[src/tpr_regs.svh]
// Overview of operation
// - Every colour line and timing input is sampled on each clock, one pixel per clock.
// - A rising data enable marks horizontal pixel zero of the line.
// - Horizontal direction input low scans normally, high mirrors left and right.
// - Vertical direction input high scans normally, low flips top and bottom.
// - Each pixel carries three 6-bit channels, bit 0 least significant, 320 by 240.
// - The visible frame starts on the seventh line after vertical sync.
// - Vertical position follows the sync edges only; data enable does not affect it.
`ifndef TPR_REGS_SVH
`define TPR_REGS_SVH

`define TPR_CHAN_W 6
`define TPR_H_ACTIVE 320
`define TPR_V_ACTIVE 240
`define TPR_FRAME_START_OFFSET 7
`define TPR_HSTART_OFFSET 7
`define TPR_X_W 9
`define TPR_Y_W 8
`define TPR_LINE_W 10
`define TPR_HCNT_W 4

`endif

[src/tpr_pkg.sv]
`include "tpr_regs.svh"

package tpr_pkg;

  typedef struct packed {
    logic [`TPR_CHAN_W-1:0] red;
    logic [`TPR_CHAN_W-1:0] green;
    logic [`TPR_CHAN_W-1:0] blue;
  } tpr_pixel_t;

  typedef struct packed {
    logic [`TPR_X_W-1:0] x;
    logic [`TPR_Y_W-1:0] y;
  } tpr_pos_t;

  typedef enum logic [2:0] {
    TPR_WAIT_VS = 3'h1,
    TPR_VBLANK = 3'h2,
    TPR_VACTIVE = 3'h4
  } tpr_vstate_t;

endpackage

[src/tpr_rgb_port.sv]
`timescale 1ns/1ps
`include "tpr_regs.svh"

module tpr_rgb_port
  import tpr_pkg::*;
#(
  parameter int H_ACTIVE = `TPR_H_ACTIVE,
  parameter int V_ACTIVE = `TPR_V_ACTIVE
) (
  input wire logic sys_clk, // Pixel sample clock
  input wire logic rst_n, // Async reset, active low
  input wire logic hsync_n, // Horizontal sync, active low
  input wire logic vsync_n, // Vertical sync, active low
  input wire logic active_video_enable, // Data enable, active high
  input wire logic [`TPR_CHAN_W-1:0] red_channel_bits, // Red, bit 0 is LSB
  input wire logic [`TPR_CHAN_W-1:0] green_channel_bits, // Green, bit 0 is LSB
  input wire logic [`TPR_CHAN_W-1:0] blue_channel_bits, // Blue, bit 0 is LSB
  input wire logic hdir_mirror, // High: mirror left and right
  input wire logic vdir_normal, // High: normal top to bottom
  output logic pix_valid_q, // Pixel write strobe
  output tpr_pos_t pix_pos_q, // Panel position of the pixel
  output tpr_pixel_t pix_rgb_q, // Pixel colour
  output logic line_start_q, // First pixel of a visible line
  output logic frame_start_q, // First visible line reached
  output logic hstart_err_q, // Data enable rose off its fixed offset
  output logic de_missing_q // Visible line ended without data enable
);

  // Refused at elaboration, so an axis too wide for its counter never builds
  if (H_ACTIVE < 1 || H_ACTIVE > (1 << `TPR_X_W)) begin : h_size_chk
    $error("H_ACTIVE out of range");
  end
  if (V_ACTIVE < 1 || V_ACTIVE > (1 << `TPR_Y_W)) begin : v_size_chk
    $error("V_ACTIVE out of range");
  end

  localparam logic [`TPR_X_W-1:0] XLAST = `TPR_X_W'(H_ACTIVE - 1);
  localparam logic [`TPR_Y_W-1:0] YLAST = `TPR_Y_W'(V_ACTIVE - 1);
  localparam logic [`TPR_LINE_W-1:0] VOFS = `TPR_LINE_W'(`TPR_FRAME_START_OFFSET);
  localparam logic [`TPR_LINE_W-1:0] VEND = `TPR_LINE_W'(`TPR_FRAME_START_OFFSET + V_ACTIVE);
  localparam logic [`TPR_HCNT_W-1:0] HOFS = `TPR_HCNT_W'(`TPR_HSTART_OFFSET);

  // Reflects an index about the last position of its axis
  function automatic logic [`TPR_LINE_W-1:0] flip_idx(input logic [`TPR_LINE_W-1:0] idx,
                                                     input logic [`TPR_LINE_W-1:0] last);
    flip_idx = last - idx;
  endfunction

  tpr_vstate_t state_q, state_d;
  logic hs_prev_q, hs_prev_d, vs_prev_q, vs_prev_d, de_prev_q, de_prev_d;
  logic de_seen_q, de_seen_d;
  logic [`TPR_LINE_W-1:0] line_q, line_d;
  logic [`TPR_X_W-1:0] col_q, col_d;
  logic [`TPR_HCNT_W-1:0] hcnt_q, hcnt_d;
  logic pix_valid_d, line_start_d, frame_start_d, hstart_err_d, de_missing_d;
  tpr_pos_t pix_pos_d;
  tpr_pixel_t pix_rgb_d;
  logic hs_fall, vs_fall, de_rise;
  logic [`TPR_X_W-1:0] col_cur;
  logic [`TPR_LINE_W-1:0] row;
  logic [`TPR_LINE_W-1:0] x_flip, y_flip;

  always_comb begin
    hs_fall = hs_prev_q & ~hsync_n;
    vs_fall = vs_prev_q & ~vsync_n;
    de_rise = active_video_enable & ~de_prev_q;
    hs_prev_d = hsync_n;
    vs_prev_d = vsync_n;
    de_prev_d = active_video_enable;
    state_d = state_q;
    line_d = line_q;
    hcnt_d = hcnt_q;
    de_missing_d = 1'b0;
    frame_start_d = 1'b0;
    de_seen_d = de_seen_q;
    // Line position counts only sync edges, so a late or missing enable cannot shift rows
    if (vs_fall) begin
      state_d = TPR_VBLANK;
      line_d = '0;
    end else if (hs_fall) begin
      if (line_q != '1)
        line_d = line_q + `TPR_LINE_W'(1);
      case (state_q)
        TPR_VBLANK: begin
          if (line_d == VOFS) begin
            state_d = TPR_VACTIVE;
            frame_start_d = 1'b1;
          end
        end
        TPR_VACTIVE: begin
          if (line_d == VEND)
            state_d = TPR_WAIT_VS;
        end
        TPR_WAIT_VS: state_d = TPR_WAIT_VS;
        default: state_d = TPR_WAIT_VS;
      endcase
    end
    if (hs_fall) begin
      hcnt_d = `TPR_HCNT_W'(1);
      // Any visible line, the first included, that closes with no enable rise is flagged
      de_missing_d = (state_q == TPR_VACTIVE) && !de_seen_q;
      de_seen_d = 1'b0;
    end else if (hcnt_q != '1) begin
      hcnt_d = hcnt_q + `TPR_HCNT_W'(1);
    end
    // Set wins over the clear when enable rises in a sync cycle
    if (de_rise)
      de_seen_d = 1'b1;
    hstart_err_d = de_rise && !hs_fall && hcnt_q != HOFS;
    col_cur = de_rise ? '0 : col_q;
    col_d = col_q;
    if (active_video_enable && col_cur <= XLAST)
      col_d = col_cur + `TPR_X_W'(1);
    else if (de_rise)
      col_d = col_cur;
    row = line_q - VOFS;
    pix_valid_d = active_video_enable && (state_q == TPR_VACTIVE) && (col_cur <= XLAST);
    line_start_d = pix_valid_d && de_rise;
    // Mirrored indices are worked at line width, then cut to the axis width
    x_flip = flip_idx({1'b0, col_cur}, {1'b0, XLAST});
    y_flip = flip_idx(row, {2'b00, YLAST});
    pix_pos_d.x = hdir_mirror ? x_flip[`TPR_X_W-1:0] : col_cur;
    pix_pos_d.y = vdir_normal ? row[`TPR_Y_W-1:0] : y_flip[`TPR_Y_W-1:0];
    pix_rgb_d.red = red_channel_bits;
    pix_rgb_d.green = green_channel_bits;
    pix_rgb_d.blue = blue_channel_bits;
  end

  always_ff @(posedge sys_clk or negedge rst_n) begin
    if (!rst_n) begin
      state_q <= TPR_WAIT_VS;
      hs_prev_q <= 1'b1;
      vs_prev_q <= 1'b1;
      de_prev_q <= 1'b0;
      de_seen_q <= 1'b0;
      line_q <= '0;
      col_q <= '0;
      hcnt_q <= '1;
      pix_valid_q <= 1'b0;
      pix_pos_q <= '0;
      pix_rgb_q <= '0;
      line_start_q <= 1'b0;
      frame_start_q <= 1'b0;
      hstart_err_q <= 1'b0;
      de_missing_q <= 1'b0;
    end else begin
      state_q <= state_d;
      hs_prev_q <= hs_prev_d;
      vs_prev_q <= vs_prev_d;
      de_prev_q <= de_prev_d;
      de_seen_q <= de_seen_d;
      line_q <= line_d;
      col_q <= col_d;
      hcnt_q <= hcnt_d;
      pix_valid_q <= pix_valid_d;
      pix_pos_q <= pix_pos_d;
      pix_rgb_q <= pix_rgb_d;
      line_start_q <= line_start_d;
      frame_start_q <= frame_start_d;
      hstart_err_q <= hstart_err_d;
      de_missing_q <= de_missing_d;
    end
  end
endmodule // tpr_rgb_port

[config.mk]
export PLATFORM = sky130hd
export DESIGN_NAME = tpr_rgb_port
export DESIGN_NICKNAME = d
export VERILOG_FILES = /design/src/tpr_pkg.sv /design/src/tpr_rgb_port.sv
export VERILOG_INCLUDE_DIRS = /design/src /design/src/src
export SDC_FILE = /design/constraint.sdc
export NUM_CORES = 1
export LEC_CHECK = 0
export ABC_AREA = 1
export BUFFER_PORTS_ARGS = -buffer_cell sky130_fd_sc_hd__buf_4
export CAP_MARGIN = 20
export CORE_AREA = 2 2 79 81
export DETAILED_ROUTE_END_ITERATION = 12
export DIE_AREA = 0 0 81 83
export PLACE_DENSITY = 0.77
export RECOVER_POWER = 25
export SYNTH_ARGS = -nofsm -noshare
export SYNTH_HDL_FRONTEND = slang
export SYNTH_SLANG_ARGS = --single-unit
[constraint.sdc]
create_clock -name sys_clk -period 2.3 [get_ports sys_clk]
set_input_delay 0.345 -clock sys_clk [delete_from_list [all_inputs] [get_ports sys_clk]]
set_output_delay 0.345 -clock sys_clk [all_outputs]
set_load 0.005 [all_outputs]
==> metrics.txt <==
status finished, violations left; failing checks capacitance limit, slew limit; Final ANT Viol Nets 0; post-synthesis compound-gate area fraction under 10%; Data required, critical path 2.53 ns; flops & latches, synth 70; DRC 0; vias per std cell between 4 and 5; Starting DRT DRC Count approximately 130; synthesis warning total 0; post-route setup slack between 0.2 and 0.3 ns; Hold/Removal Path Class input port to flop; Overflow after GRT 0; Clock transition at path regs roughly 0.07 ns; Slew Viols, Final 71; library cells used by synthesis 29; Adder-Cell Fraction of Synth Area between 2 and 2.5%; first-pass iteration count of the detailed router 4; pre-CTS WS between 0.04 and 0.05 ns; Routed WL approximately 6.0 mm; mux share of post-synthesis cell area 0%; CP Data Arrival Time 2.28 ns; Die ar. roughly 6700 um^2; CP endpoint kind flop; Clock Skew ~0.0080 ns; I/O pin count 65; I/O Buffers 64; PwrDens about 750 nW/um^2; via count between 2000 and 2500; Slew @ Worst Pin approximately 1.7 ns; Max-Slew Margin vs Limit -10.80%; Period minus WS final between 2 and 2.5 ns; final hold vios 0; Synthesized Nets roughly 350; layout cells sized above 1 around a quarter; crit-path max FO 6; Site Rows 28; CTS tree done; Seq/Total Area, Yosys between 50 and 60%; Tcrit/Tclk final 88.87%; most frequent cells in the layout dfrtp_1, nand2_1, buf_4; clk sinks 70; maxcap violations 1; leading cell type in the layout, fill and taps excluded dfrtp_1; Syn Std Cell Area between 3000 and 4000 um^2; area delta synth->final 24.12%; Pleak ~1.9 nW; initial antenna violation count 0; Root Driver clkbuf_8; Setup-failing EPs final 0; first-pass GRT wire length between 10 and 15 mm; largest net degree at the start of global routing 71; core area roughly 5800 um^2; Peak VDD IR 517.0 uV; Power Total between 2 and 3 mW; Max Freq just under 0.5 GHz; largest family of logic cells by synthesized area simple AND/OR/NAND/NOR gates; Chip Height just over 80 um; Syn Inst Count 314; Setup crit start kind flop; simple-gate area share of the yosys netlist around a fifth; Nets 418; DIE WIDTH 81 um; TritonCTS Buffers 9; vias in the first global route ~2200; Clock Latency Late Sink ~0.35 ns; Antenna diodes 0; Synth Area in XOR/XNOR about 8.6%; H-tree levels 3; Initial Util between 50% and 60%; WHS a little over 0.1 ns; RSZ-0062 raised after global routing false; setup TNS 0 ns; CP Class flop to flop; Total GRT Usage 19.55%; wire per inst ~13 um; post-DP HPWL 4.417 mm; Synth Area per Inst roughly 9.8 um^2; Clock Tree Buf Depth 2; GP Congestion about 0.88
==> metrics by stage <==
stage	cells	utilization (%)	instance area (um^2)
2_1_floorplan	314	-	3070
3_3_place_gp	450	62.48	3633
3_5_place_dp	450	62.48	3633
4_1_cts	465	65.49	3809
5_1_grt	466	65.53	3811
6_report	466	65.53	3811
==> final cells by class <==
cell class              instances  area (um^2)
clock inverters                 3        20.02
fillers                       466         2004
well taps                      75        93.84
flip-flops and latches         70         1760
clock buffers                  12        155.1
inverters                      41        153.9
multi-input cells             197         1127
repair buffers                 68        500.5
==> sequential cells by signal, summed over array words and instances (netlist names) <==
register and flops:
line_start_q 1, col_q 9, hstart_err_q 1, pix_valid_q 1, state_q 3, hs_prev_q 1, frame_start_q 1, hcnt_q 4
de_seen_q 1, de_missing_q 1, pix_pos_q 17, de_prev_q 1, line_q 10, pix_rgb_q 18, vs_prev_q 1
==> power by group <==
part | internal [mW] | total [mW] | leakage (nW) | switching (mW)
logic | 0.219 | 0.484 | 0.937 | 0.264
clock network | 0.442 | 0.880 | 0.0845 | 0.438
registers | 1.40 | 1.49 | 0.852 | 0.0812
==> worst max-delay path, cell delays in order (launching register included) <==
cell,delay (ns)
dfrtp_1,0.41
nor2_4,0.19
nor2_1,0.11
inv_1,0.11
ha_1,0.18
nand4_1,0.10
o31ai_1,0.26
nand2_1,0.15
nor2_1,0.17
nand3_1,0.10
xor2_1,0.16
==> synthesized netlist by cell type (all sizes together) <==
cell	count	area share, %
dfrtp	63	51
nand2	62	8.2
inv	39	4.8
nor2	30	4.4
nand3	28	5.3
xor2	24	6.8
o21ai	12	2.0
dfstp	7	6.0
nor3	7	1.1
ha	6	2.4
nand4	6	1.2
xnor2	6	1.7
a21oi	5	0.81
o22ai	5	1.0
buf	4	0.86
clkbuf	2	0.24
clkinv	2	0.24
o21bai	2	0.49
o31ai	2	0.49
nand3b	1	0.24
nor3b	1	0.24
==> final timing paths <==
kind	start	endpoint	slack (ns)	cells past startpoint
min	hsync_n	hs_prev_q$_DFF_PN1_	0.10	1
max reg2reg	de_prev_q$_DFF_PN0_	col_q[4]$_DFFE_PN0P_	0.26	10
max in group asynchronous	rst_n	line_q[0]$_DFFE_PN0P_	0.89	1
max	de_prev_q$_DFF_PN0_	col_q[4]$_DFFE_PN0P_	0.26	10
min reg2reg	de_seen_q$_DFFE_PN0P_	de_missing_q$_DFF_PN0_	0.45	1
min in group asynchronous	rst_n	col_q[6]$_DFFE_PN0P_	0.42	1
==> logic make-up (layout without fill, tap and decap cells) <==
logic type / count (synthesis) / after routing
AOI/OAI and AO/OA: 26 / 26
adders and majority gates: 6 / 6
xor gates and xnor gates: 30 / 30
and+or+nand+nor: 135 / 135
buffers and inverters: 47 / 124
DFF: 70 / 70
==> per-layer routing <==
layer	vias up	global-route usage [%]	routed length, um
li1	1150	-	-
met1	1046	25.51	2792
met2	64	30.50	2808
met3	9	4.783	295
met4	0	8.937	122
met5	-	0	0
==> timing repair <==
action / CTS / global route
endpoints found under the setup margin: 0 / 7
hold buffers: 0 / 0
buffers inserted: 0 / 1
resized for setup: 0 / 1
Power figures use the tool's default switching activity.
